$ cat config.mk
export PLATFORM = sky130hd
export DESIGN_NAME = plas_top
export DESIGN_NICKNAME = d
export VERILOG_FILES = /design/src/common/plas_pkg.sv /design/src/design/plas_align.sv /design/src/design/plas_regs.sv /design/src/design/plas_top.sv
export SDC_FILE = /design/constraint.sdc
export NUM_CORES = 1
export LEC_CHECK = 0
export BUFFER_PORTS_ARGS = -buffer_cell sky130_fd_sc_hd__buf_4
export CORE_MARGIN = 4
export CORE_UTILIZATION = 48
export DETAILED_ROUTE_END_ITERATION = 16
export PLACE_DENSITY = 0.76
export SETUP_SLACK_MARGIN = 0.5
export SLEW_MARGIN = 10
export SYNTH_ARGS = -nofsm -noshare
export SYNTH_HDL_FRONTEND = slang
export SYNTH_SLANG_ARGS = --single-unit
export TNS_END_PERCENT = 5
$ cat constraint.sdc
create_clock -name clock_i -period 1.7 [get_ports clock_i]
set_input_delay 0.255 -clock clock_i [delete_from_list [all_inputs] [get_ports clock_i]]
set_output_delay 0.255 -clock clock_i [all_outputs]
set_load 0.03 [all_outputs]
$ cat src/common/plas_pkg.sv
// Package for the proximity LED select and result alignment block
package plas_pkg;
    // Parameter offsets
    localparam logic [7:0] OFS_LED12 = 8'h02;
    localparam logic [7:0] OFS_IR_DRIVER_THREE = 8'h03;
    localparam logic [7:0] OFS_PS_ALIGN = 8'h05;
    localparam logic [7:0] OFS_ALS_ALIGN = 8'h06;
    localparam logic [7:0] OFS_CHAN_EN = 8'h01;
    localparam logic [7:0] OFS_STATUS = 8'h20;
    // Reset values
    localparam logic [7:0] RST_LED12 = 8'h21;
    localparam logic [7:0] RST_IR_DRIVER_THREE = 8'h04;
    localparam logic [7:0] RST_PS_ALIGN = 8'h00;
    localparam logic [7:0] RST_ALS_ALIGN = 8'h00;
    localparam logic [7:0] RST_CHAN_EN = 8'h00;
    // Writable bit masks, reserved bits held at zero
    localparam logic [7:0] WMASK_LED12 = 8'h77;
    localparam logic [7:0] WMASK_IR_DRIVER_THREE = 8'h07;
    localparam logic [7:0] WMASK_PS_ALIGN = 8'h70;
    localparam logic [7:0] WMASK_ALS_ALIGN = 8'h30;
    localparam logic [7:0] WMASK_CHAN_EN = 8'hf7;
    // Field positions
    localparam int POS_CH1_LED = 0;
    localparam int POS_CH2_LED = 4;
    localparam int POS_CH3_LED = 0;
    localparam int POS_CH1_LOW_BITS = 4;
    localparam int POS_ALS_BIT4 = 4;
    localparam int POS_ALS_BIT5 = 5;
    localparam int POS_EN_VIS = 4;
    localparam int POS_EN_IR = 5;
    // Measurement channel codes
    localparam logic [2:0] CH_PS1 = 3'h0;
    localparam logic [2:0] CH_PS2 = 3'h1;
    localparam logic [2:0] CH_PS3 = 3'h2;
    localparam logic [2:0] CH_VIS = 3'h3;
    localparam logic [2:0] CH_IR = 3'h4;
    // Sequencer state
    typedef enum logic [2:0] {
        ST_IDLE = 3'b001,
        ST_MEAS = 3'b010,
        ST_DONE = 3'b100
    } plas_state_t;
endpackage

$ cat src/design/plas_align.sv
// Picks upper or lower 16 bits of a 17-bit conversion
`timescale 1ns/1ns
module plas_align
    import plas_pkg::*;
(
    input wire logic [16:0] conv_i,
    input wire logic low_bits_i,
    output logic [15:0] result_o
);
    // Low bits drop the MSB, upper bits drop the LSB
    always_comb begin
        if (low_bits_i) begin
            result_o = conv_i[15:0];
        end else begin
            result_o = conv_i[16:1];
        end
    end
endmodule

$ cat src/design/plas_regs.sv
// Parameter store for LED select, alignment and channel enable
`timescale 1ns/1ns
module plas_regs
    import plas_pkg::*;
(
    input wire logic clock_i,
    input wire logic sys_rst_i,
    input wire logic [7:0] addr_i,
    input wire logic [7:0] wdata_i,
    input wire logic wr_i,
    output logic [7:0] led12_o,
    output logic [7:0] ir_driver_three_o,
    output logic [7:0] ps_align_o,
    output logic [7:0] als_align_o,
    output logic [7:0] chan_en_o
);
    typedef struct packed {
        logic [7:0] prox_led_select_ch1_ch2;
        logic [7:0] prox_led_select_ch3;
        logic [7:0] prox_result_alignment;
        logic [7:0] ambient_result_alignment;
        logic [7:0] channel_enable_list;
    } plas_regs_t;

    plas_regs_t r;
    plas_regs_t next_r;

    // Reserved bits are masked so they always read zero
    always_comb begin
        next_r = r;
        if (wr_i) begin
            if (addr_i == OFS_LED12) begin
                next_r.prox_led_select_ch1_ch2 = wdata_i & WMASK_LED12;
            end else if (addr_i == OFS_IR_DRIVER_THREE) begin
                next_r.prox_led_select_ch3 = wdata_i & WMASK_IR_DRIVER_THREE;
            end else if (addr_i == OFS_PS_ALIGN) begin
                next_r.prox_result_alignment = wdata_i & WMASK_PS_ALIGN;
            end else if (addr_i == OFS_ALS_ALIGN) begin
                next_r.ambient_result_alignment = wdata_i & WMASK_ALS_ALIGN;
            end else if (addr_i == OFS_CHAN_EN) begin
                next_r.channel_enable_list = wdata_i & WMASK_CHAN_EN;
            end
        end
    end

    // Reset values per parameter
    always_ff @(posedge clock_i) begin
        if (sys_rst_i) begin
            r.prox_led_select_ch1_ch2 <= RST_LED12;
            r.prox_led_select_ch3 <= RST_IR_DRIVER_THREE;
            r.prox_result_alignment <= RST_PS_ALIGN;
            r.ambient_result_alignment <= RST_ALS_ALIGN;
            r.channel_enable_list <= RST_CHAN_EN;
        end else begin
            r <= next_r;
        end
    end

    assign led12_o = r.prox_led_select_ch1_ch2;
    assign ir_driver_three_o = r.prox_led_select_ch3;
    assign ps_align_o = r.prox_result_alignment;
    assign als_align_o = r.ambient_result_alignment;
    assign chan_en_o = r.channel_enable_list;
endmodule

$ cat src/design/plas_top.sv
// Top of the proximity LED select and result alignment block
//
// The address-and-strobe port was decided locally.
`timescale 1ns/1ns
module plas_top
    import plas_pkg::*;
(
    input wire logic clock_i,
    input wire logic sys_rst_i,
    input wire logic [7:0] addr_i,
    input wire logic [7:0] wdata_i,
    input wire logic wr_i,
    input wire logic rd_i,
    output logic [7:0] rdata_o,
    input wire logic meas_start_i,
    input wire logic [2:0] meas_chan_i,
    input wire logic [16:0] conv_i,
    input wire logic conv_valid_i,
    output logic [2:0] led_drive_o,
    output logic [15:0] result_o,
    output logic result_valid_o,
    output logic [2:0] result_chan_o,
    output logic busy_o
);
    typedef struct packed {
        plas_state_t state;
        logic [2:0] chan;
        logic [2:0] led;
        logic [7:0] rdata;
        logic [15:0] result;
        logic rvalid;
        logic [2:0] rchan;
        logic busy;
    } plas_top_t;

    plas_top_t s;
    plas_top_t next_s;
    logic [7:0] led12;
    logic [7:0] ir_driver_three;
    logic [7:0] ps_align;
    logic [7:0] als_align;
    logic [7:0] chan_en;
    logic low_bits;
    logic [15:0] aligned;

    // LED mask of a channel; bit0 driver one, bit1 two, bit2 three
    function automatic logic [2:0] led_mask(input logic [2:0] ch,
                                            input logic [7:0] l12,
                                            input logic [7:0] l3);
        logic [2:0] m;
        m = 3'h0;
        if (ch == CH_PS1) begin
            m = l12[POS_CH1_LED +: 3];
        end else if (ch == CH_PS2) begin
            m = l12[POS_CH2_LED +: 3];
        end else if (ch == CH_PS3) begin
            m = l3[POS_CH3_LED +: 3];
        end
        return m;
    endfunction

    // Alignment bit of a channel; ambient bits cross-named on purpose
    function automatic logic align_bit(input logic [2:0] ch,
                                       input logic [7:0] pa,
                                       input logic [7:0] aa);
        logic b;
        b = 1'b0;
        if (ch == CH_PS1 || ch == CH_PS2 || ch == CH_PS3) begin
            b = pa[POS_CH1_LOW_BITS + 32'(ch)];
        end else if (ch == CH_VIS) begin
            b = aa[POS_ALS_BIT5];
        end else if (ch == CH_IR) begin
            b = aa[POS_ALS_BIT4];
        end
        return b;
    endfunction

    // Enable bit of a channel in the channel enable list
    function automatic logic chan_on(input logic [2:0] ch,
                                     input logic [7:0] en);
        logic b;
        b = 1'b0;
        if (ch == CH_PS1 || ch == CH_PS2 || ch == CH_PS3) begin
            b = en[ch];
        end else if (ch == CH_VIS) begin
            b = en[POS_EN_VIS];
        end else if (ch == CH_IR) begin
            b = en[POS_EN_IR];
        end
        return b;
    endfunction

    plas_regs u_regs (
        .clock_i(clock_i),
        .sys_rst_i(sys_rst_i),
        .addr_i(addr_i),
        .wdata_i(wdata_i),
        .wr_i(wr_i),
        .led12_o(led12),
        .ir_driver_three_o(ir_driver_three),
        .ps_align_o(ps_align),
        .als_align_o(als_align),
        .chan_en_o(chan_en)
    );

    // Alignment is sampled from live settings at conversion end
    assign low_bits = align_bit(s.chan, ps_align, als_align);

    plas_align u_align (
        .conv_i(conv_i),
        .low_bits_i(low_bits),
        .result_o(aligned)
    );

    // Sequencer and read decode
    always_comb begin
        next_s = s;
        next_s.rvalid = 1'b0;
        next_s.rdata = 8'h00;
        if (rd_i) begin
            if (addr_i == OFS_LED12) begin
                next_s.rdata = led12;
            end else if (addr_i == OFS_IR_DRIVER_THREE) begin
                next_s.rdata = ir_driver_three;
            end else if (addr_i == OFS_PS_ALIGN) begin
                next_s.rdata = ps_align;
            end else if (addr_i == OFS_ALS_ALIGN) begin
                next_s.rdata = als_align;
            end else if (addr_i == OFS_CHAN_EN) begin
                next_s.rdata = chan_en;
            end else if (addr_i == OFS_STATUS) begin
                next_s.rdata = {2'h0, s.led, s.state != ST_IDLE, s.chan[1:0]};
            end
        end
        case (s.state)
            ST_IDLE: begin
                // Disabled channels are ignored, which is why the host
                // must enable them first
                if (meas_start_i && chan_on(meas_chan_i, chan_en)) begin
                    next_s.state = ST_MEAS;
                    next_s.chan = meas_chan_i;
                    next_s.led = led_mask(meas_chan_i, led12, ir_driver_three);
                end
            end
            ST_MEAS: begin
                if (conv_valid_i) begin
                    next_s.state = ST_DONE;
                    next_s.led = 3'h0;
                    next_s.result = aligned;
                    next_s.rvalid = 1'b1;
                    next_s.rchan = s.chan;
                end
            end
            ST_DONE: begin
                next_s.state = ST_IDLE;
            end
            default: begin
                next_s.state = ST_IDLE;
            end
        endcase
        // Busy registered so the output never glitches on state decode
        next_s.busy = next_s.state != ST_IDLE;
    end

    // State register
    always_ff @(posedge clock_i) begin
        if (sys_rst_i) begin
            s.state <= ST_IDLE;
            s.chan <= 3'h0;
            s.led <= 3'h0;
            s.rdata <= 8'h00;
            s.result <= 16'h0000;
            s.rvalid <= 1'b0;
            s.rchan <= 3'h0;
            s.busy <= 1'b0;
        end else begin
            s <= next_s;
        end
    end

    assign rdata_o = s.rdata;
    assign led_drive_o = s.led;
    assign result_o = s.result;
    assign result_valid_o = s.rvalid;
    assign result_chan_o = s.rchan;
    assign busy_o = s.busy;

    // Mask captured at the start equals the select field of that cycle
    a_led_ch1: assert property (
        @(posedge clock_i) disable iff (sys_rst_i)
        (s.state == ST_IDLE && meas_start_i && meas_chan_i == CH_PS1
         && chan_en[0]) |=> led_drive_o == $past(led12[POS_CH1_LED +: 3]))
        else $error("channel one LED mask wrong");
    a_led_ch2: assert property (
        @(posedge clock_i) disable iff (sys_rst_i)
        (s.state == ST_IDLE && meas_start_i && meas_chan_i == CH_PS2
         && chan_en[1]) |=> led_drive_o == $past(led12[POS_CH2_LED +: 3]))
        else $error("channel two LED mask wrong");
    a_led_ch3: assert property (
        @(posedge clock_i) disable iff (sys_rst_i)
        (s.state == ST_IDLE && meas_start_i && meas_chan_i == CH_PS3
         && chan_en[2]) |=> led_drive_o == $past(ir_driver_three[POS_CH3_LED +: 3]))
        else $error("channel three LED mask wrong");

    // Drive holds through the conversion and drops once it completes
    a_led_hold: assert property (
        @(posedge clock_i) disable iff (sys_rst_i)
        (s.state == ST_MEAS && !conv_valid_i) |=> $stable(led_drive_o))
        else $error("LED drive changed mid measurement");
    a_led_release: assert property (
        @(posedge clock_i) disable iff (sys_rst_i)
        (s.state == ST_MEAS && conv_valid_i) |=> led_drive_o == 3'h0)
        else $error("LED drive left on after conversion");
    a_led_idle: assert property (
        @(posedge clock_i) disable iff (sys_rst_i)
        s.state == ST_IDLE |-> led_drive_o == 3'h0)
        else $error("LED driven while idle");

    // Ambient measurements never fire an LED driver
    a_ambient_dark: assert property (
        @(posedge clock_i) disable iff (sys_rst_i)
        (s.state == ST_IDLE && meas_start_i
         && (meas_chan_i == CH_VIS || meas_chan_i == CH_IR))
        |=> led_drive_o == 3'h0)
        else $error("LED driven for ambient measurement");

    // Reserved select and alignment bits are held at zero
    a_select_reserved: assert property (
        @(posedge clock_i) disable iff (sys_rst_i)
        led12[7] == 1'b0 && led12[3] == 1'b0 && ir_driver_three[7:3] == 5'h00)
        else $error("reserved select bit set");
    a_align_reserved: assert property (
        @(posedge clock_i) disable iff (sys_rst_i)
        ps_align[7] == 1'b0 && ps_align[3:0] == 4'h0
        && als_align[7:6] == 2'h0 && als_align[3:0] == 4'h0)
        else $error("reserved alignment bit set");

    // Checked at each release of reset, mid-run ones included
    a_reset_select: assert property (
        @(posedge clock_i)
        (!sys_rst_i && $past(sys_rst_i))
        |-> led12 == RST_LED12 && ir_driver_three == RST_IR_DRIVER_THREE)
        else $error("select reset value wrong");
    a_reset_align: assert property (
        @(posedge clock_i)
        (!sys_rst_i && $past(sys_rst_i))
        |-> ps_align == RST_PS_ALIGN && als_align == RST_ALS_ALIGN)
        else $error("alignment reset value wrong");

    // Result halves follow the channel's alignment bit at conversion end
    a_prox1_align: assert property (
        @(posedge clock_i) disable iff (sys_rst_i)
        (s.state == ST_MEAS && conv_valid_i && s.chan == CH_PS1) |=>
        result_o == ($past(ps_align[4]) ? $past(conv_i[15:0])
                                        : $past(conv_i[16:1])))
        else $error("proximity one alignment wrong");
    a_prox2_align: assert property (
        @(posedge clock_i) disable iff (sys_rst_i)
        (s.state == ST_MEAS && conv_valid_i && s.chan == CH_PS2) |=>
        result_o == ($past(ps_align[5]) ? $past(conv_i[15:0])
                                        : $past(conv_i[16:1])))
        else $error("proximity two alignment wrong");
    a_prox3_align: assert property (
        @(posedge clock_i) disable iff (sys_rst_i)
        (s.state == ST_MEAS && conv_valid_i && s.chan == CH_PS3) |=>
        result_o == ($past(ps_align[6]) ? $past(conv_i[15:0])
                                        : $past(conv_i[16:1])))
        else $error("proximity three alignment wrong");
    a_vis_align: assert property (
        @(posedge clock_i) disable iff (sys_rst_i)
        (s.state == ST_MEAS && conv_valid_i && s.chan == CH_VIS) |=>
        result_o == ($past(als_align[5]) ? $past(conv_i[15:0])
                                         : $past(conv_i[16:1])))
        else $error("visible alignment wrong");
    a_ir_align: assert property (
        @(posedge clock_i) disable iff (sys_rst_i)
        (s.state == ST_MEAS && conv_valid_i && s.chan == CH_IR) |=>
        result_o == ($past(als_align[4]) ? $past(conv_i[15:0])
                                         : $past(conv_i[16:1])))
        else $error("infrared alignment wrong");

    // Result stands until the next conversion; valid is one pulse
    a_result_hold: assert property (
        @(posedge clock_i) disable iff (sys_rst_i)
        !(s.state == ST_MEAS && conv_valid_i) |=> $stable(result_o))
        else $error("result changed without a conversion");
    a_valid_pulse: assert property (
        @(posedge clock_i) disable iff (sys_rst_i)
        result_valid_o |=> !result_valid_o)
        else $error("result valid longer than one cycle");
    a_result_chan: assert property (
        @(posedge clock_i) disable iff (sys_rst_i)
        (s.state == ST_MEAS && conv_valid_i)
        |=> result_chan_o == $past(s.chan))
        else $error("result channel wrong");

    // A start while busy is refused, so the channel cannot change
    a_busy_keep: assert property (
        @(posedge clock_i) disable iff (sys_rst_i)
        s.state == ST_MEAS |=> s.chan == $past(s.chan) && busy_o)
        else $error("measurement channel changed while busy");
    a_start_off: assert property (
        @(posedge clock_i) disable iff (sys_rst_i)
        (s.state == ST_IDLE && meas_chan_i == CH_PS1 && !chan_en[0])
        |=> !busy_o)
        else $error("disabled channel started");

    // Parameters read back as stored, one cycle after the strobe
    a_read_select: assert property (
        @(posedge clock_i) disable iff (sys_rst_i)
        (rd_i && addr_i == OFS_LED12) |=> rdata_o == $past(led12))
        else $error("select read back wrong");
    a_read_align: assert property (
        @(posedge clock_i) disable iff (sys_rst_i)
        (rd_i && addr_i == OFS_PS_ALIGN) |=> rdata_o == $past(ps_align))
        else $error("alignment read back wrong");
endmodule

==> flow_metrics.env <==
export IMPL_status="finished clean"
export IMPL_antenna_found_initial=0
export IMPL_fin_nets=435
export IMPL_grt_busiest_layer="met2"
export IMPL_clock_skew_ps=8.14
export IMPL_cp_required_ps=1910
export IMPL_synth_top_area_share_pct=38.3
export IMPL_whs_ps=157
export IMPL_drt_first_pass_iters=4
export IMPL_ir_worst_vdd_uv=976
export IMPL_dp_slack_ps=20.8
export IMPL_synth_area_mm2=0.00309
export IMPL_ctsRootBufferMaster="clkbuf_8"
export IMPL_startpoint_type="flip-flop"
export IMPL_clk_pin_slew_ps=70
export IMPL_drt_initial_drc_count=137
export IMPL_area_growth_pct=28.4
export IMPL_hp_start="wdata_i[7]"
export IMPL_hold_path_class="input pin to flip-flop"
export IMPL_synth_edf_count=0
export IMPL_path_buf_inv=0
export IMPL_dpl_hpwl_um=5460
export IMPL_cap_viol_max_count=0
export IMPL_worst_slack_ps=82.8
export IMPL_crit_family="compound AO/OA/AOI/OAI gates"
export IMPL_num_io_pins=74
export IMPL_reg2reg_slack_ps=80
export IMPL_ys_warn_count=0
export IMPL_avgViaCountPerCell=5.64
export IMPL_netlist_top_cells_area="dfxtp_1 38%, mux2i_1 8.8%, buf_4 7.8%"
export IMPL_crit_fanout=15
export IMPL_layout_min_cycle_time_ps=1620
export IMPL_worst_pin_slew_ps=489
export IMPL_synth_nets=382
export IMPL_slew_violations=0
export IMPL_grt_pass1_wl_um=12400
export IMPL_path_class="flip-flop to flip-flop"
export IMPL_hold_violations=0
export IMPL_die_h_um=88.2
export IMPL_grtUsageMet2_pct=33.9
export IMPL_syn_avg_cell_area_um2=9.07
export IMPL_start_util_pct=50.9
export IMPL_grt_util_met1_pct=25.8
export IMPL_r2r_start="s[33]"
export IMPL_place_congestion=0.868
export IMPL_wl_um=7800
export IMPL_fp_coreArea_mm2=0.00606
export IMPL_fill_cells=502
export IMPL_synth_async_sr_flop_share_pct=0
export IMPL_dieArea_mm2=0.00777
export IMPL_arrival_ps=1820
export IMPL_maxSlewHeadroom_pct=67.2
export IMPL_slowest_stage="dfxtp_4"
export IMPL_vias=2668
export IMPL_track_usage_pct=20.5
export IMPL_n_antenna_cell=0
export IMPL_grt_overflow=0
export IMPL_fin_setup_tns_ps=0
export IMPL_cts_hold_fix_buffers=0
export IMPL_cts_tree="built"
export IMPL_clock_sinks=59
export IMPL_clockBufferDepth=2
export IMPL_hold_end="u_regs.chan_en_o[7]"
export IMPL_r2r_end="result_o[4]"
export IMPL_grt_max_degree=35
export IMPL_synth_most_common_cell="nor2_1"
export IMPL_ant_nets=0
export IMPL_r2r_cells=4
export IMPL_fmax_mhz=618
export IMPL_rows=28
export IMPL_synth_cell_type_count=47
export IMPL_post_route_period_util_pct=95.1
export IMPL_synth_seq_area_share_pct=38.3
export IMPL_synth_commonest_cells="64 x nor2_1, 59 x dfxtp_1, 32 x buf_4"
export IMPL_numCtsBuffers=9
export IMPL_path_cells="mux2_4, a22oi_4, and2_4, a2111oi_0"
export IMPL_drive_above_1_share_pct=38.4
export IMPL_wire_per_inst_um=16.5
export IMPL_use_met3_pct=4.70
export IMPL_route_detailed_drc=0
export IMPL_cp_end_kind="flip-flop"
export IMPL_yosys_register_bits=59
export IMPL_finalSetupViolations=0
export IMPL_rsz0062_at_grt="yes"
export IMPL_cellLeakagePower_nw=1.62
export IMPL_max_stage_delay_ps=370
export IMPL_yosysTopAreaCell="dfxtp_1"
export IMPL_power_density_mw_per_mm2=787
export IMPL_synth_cells=340
export IMPL_synth_main_ff_cell="dfxtp_1"
export IMPL_clk_latency_ps=340
export IMPL_fp_dieW_um=88.2
export IMPL_grt_pass1_vias=2550
export IMPL_io_buffers=72
export IMPL_min_path_cells=3
export IMPL_cts_htree_levels=3
-- how the worst max path moves through the flow --
stage,from,to,slack (ps),cells after the start
2_1_floorplan,s[33],result_o[15],190,5
3_3_place_gp,s[33],result_o[12],90,5
3_5_place_dp,s[33],result_o[8],20,5
4_1_cts,s[33],result_o[8],100,5
5_1_grt,s[33],result_o[6],40,6
6_report,s[33],result_o[4],80,4
-- layer usage --
layer	wire length, um	share of wire, %	vias to the layer above
met5	0	0	-
met4	158	2.0	0
met3	560	7.2	14
met2	3790	49	94
met1	3290	42	1266
li1	-	-	1294
-- tightest hold or removal path, cell delays in order --
cell and delay [ps]:
buf_4 80, mux2i_1 50, nor2_1 80
-- stage by stage --
step | instances | power, mW | cell area, um^2 | util [%]
after floorplan | 340 | 1.49 | 3150 | -
after global placement | 451 | 1.60 | 3560 | 58.7
after detailed placement | 451 | 1.61 | 3560 | 58.7
after CTS | 468 | 3.14 | 3830 | 63.2
after global routing | 473 | 3.21 | 3960 | 65.4
final | 473 | 3.12 | 3960 | 65.4
-- power breakdown --
group	switching (mW)	total, mW	leakage (nW)	internal, mW
sequential	0.000683	1.38	0.476	1.38
combinational	0.104	0.198	1.03	0.0945
clock	0.585	1.54	0.113	0.953
total	0.690	3.12	1.62	2.43
-- timing repair --
item	4_1_cts	5_1_grt
resized for setup	5	17
pin swaps	3	6
gates cloned	1	1
setup endpoints to repair	28	47
setup buffers	0	4
-- cells by family (layout without fill, tap and decap cells) --
family	Yosys count	count (layout)	synth area share, %
buffers and inverters	58	115	12.2
AOI/OAI and AO/OA	67	68	18.9
DFF	59	59	38.3
muxes	29	29	9.61
and+or+nand+nor	127	127	21.0
-- placed cells by master, fill, tap and decap left out, types with 4 or more instances in the layout --
cell	n
a2111oi_2	12
a211o_1	4
a211oi_1	5
a211oi_2	10
a21oi_1	11
buf_4	86
buf_6	4
clkbuf_8	10
dfxtp_1	57
inv_1	6
mux2i_1	27
nand2_1	20
nand2b_1	5
nand3b_1	6
nand4_1	5
nor2_1	63
nor3_1	5
o21ai_0	7
-- registers in the layout (all words and copies together), names as in the netlist --
name / flops
busy_o: 1
s: 6
u_regs.led12_o: 6
u_regs.ps_align_o: 3
rdata_o: 8
u_regs.als_align_o: 2
led_drive_o: 3
u_regs.chan_en_o: 7
result_valid_o: 1
u_regs.ir_driver_three_o: 3
result_o: 16
result_chan_o: 3
-- layout make-up --
cell class                      instances  area, um^2  area share [%]
Clock inverter                          5        82.6            2.08
Tap cell                               75        93.8            2.37
Multi-Input combinational cell        224        1660            42.0
Inverter                                6        22.5           0.568
Sequential cell                        59        1190            29.9
Timing Repair Buffer                   93         751            18.9
Clock buffer                           11         163            4.10
Note: power is estimated with default switching activity, not from simulation.
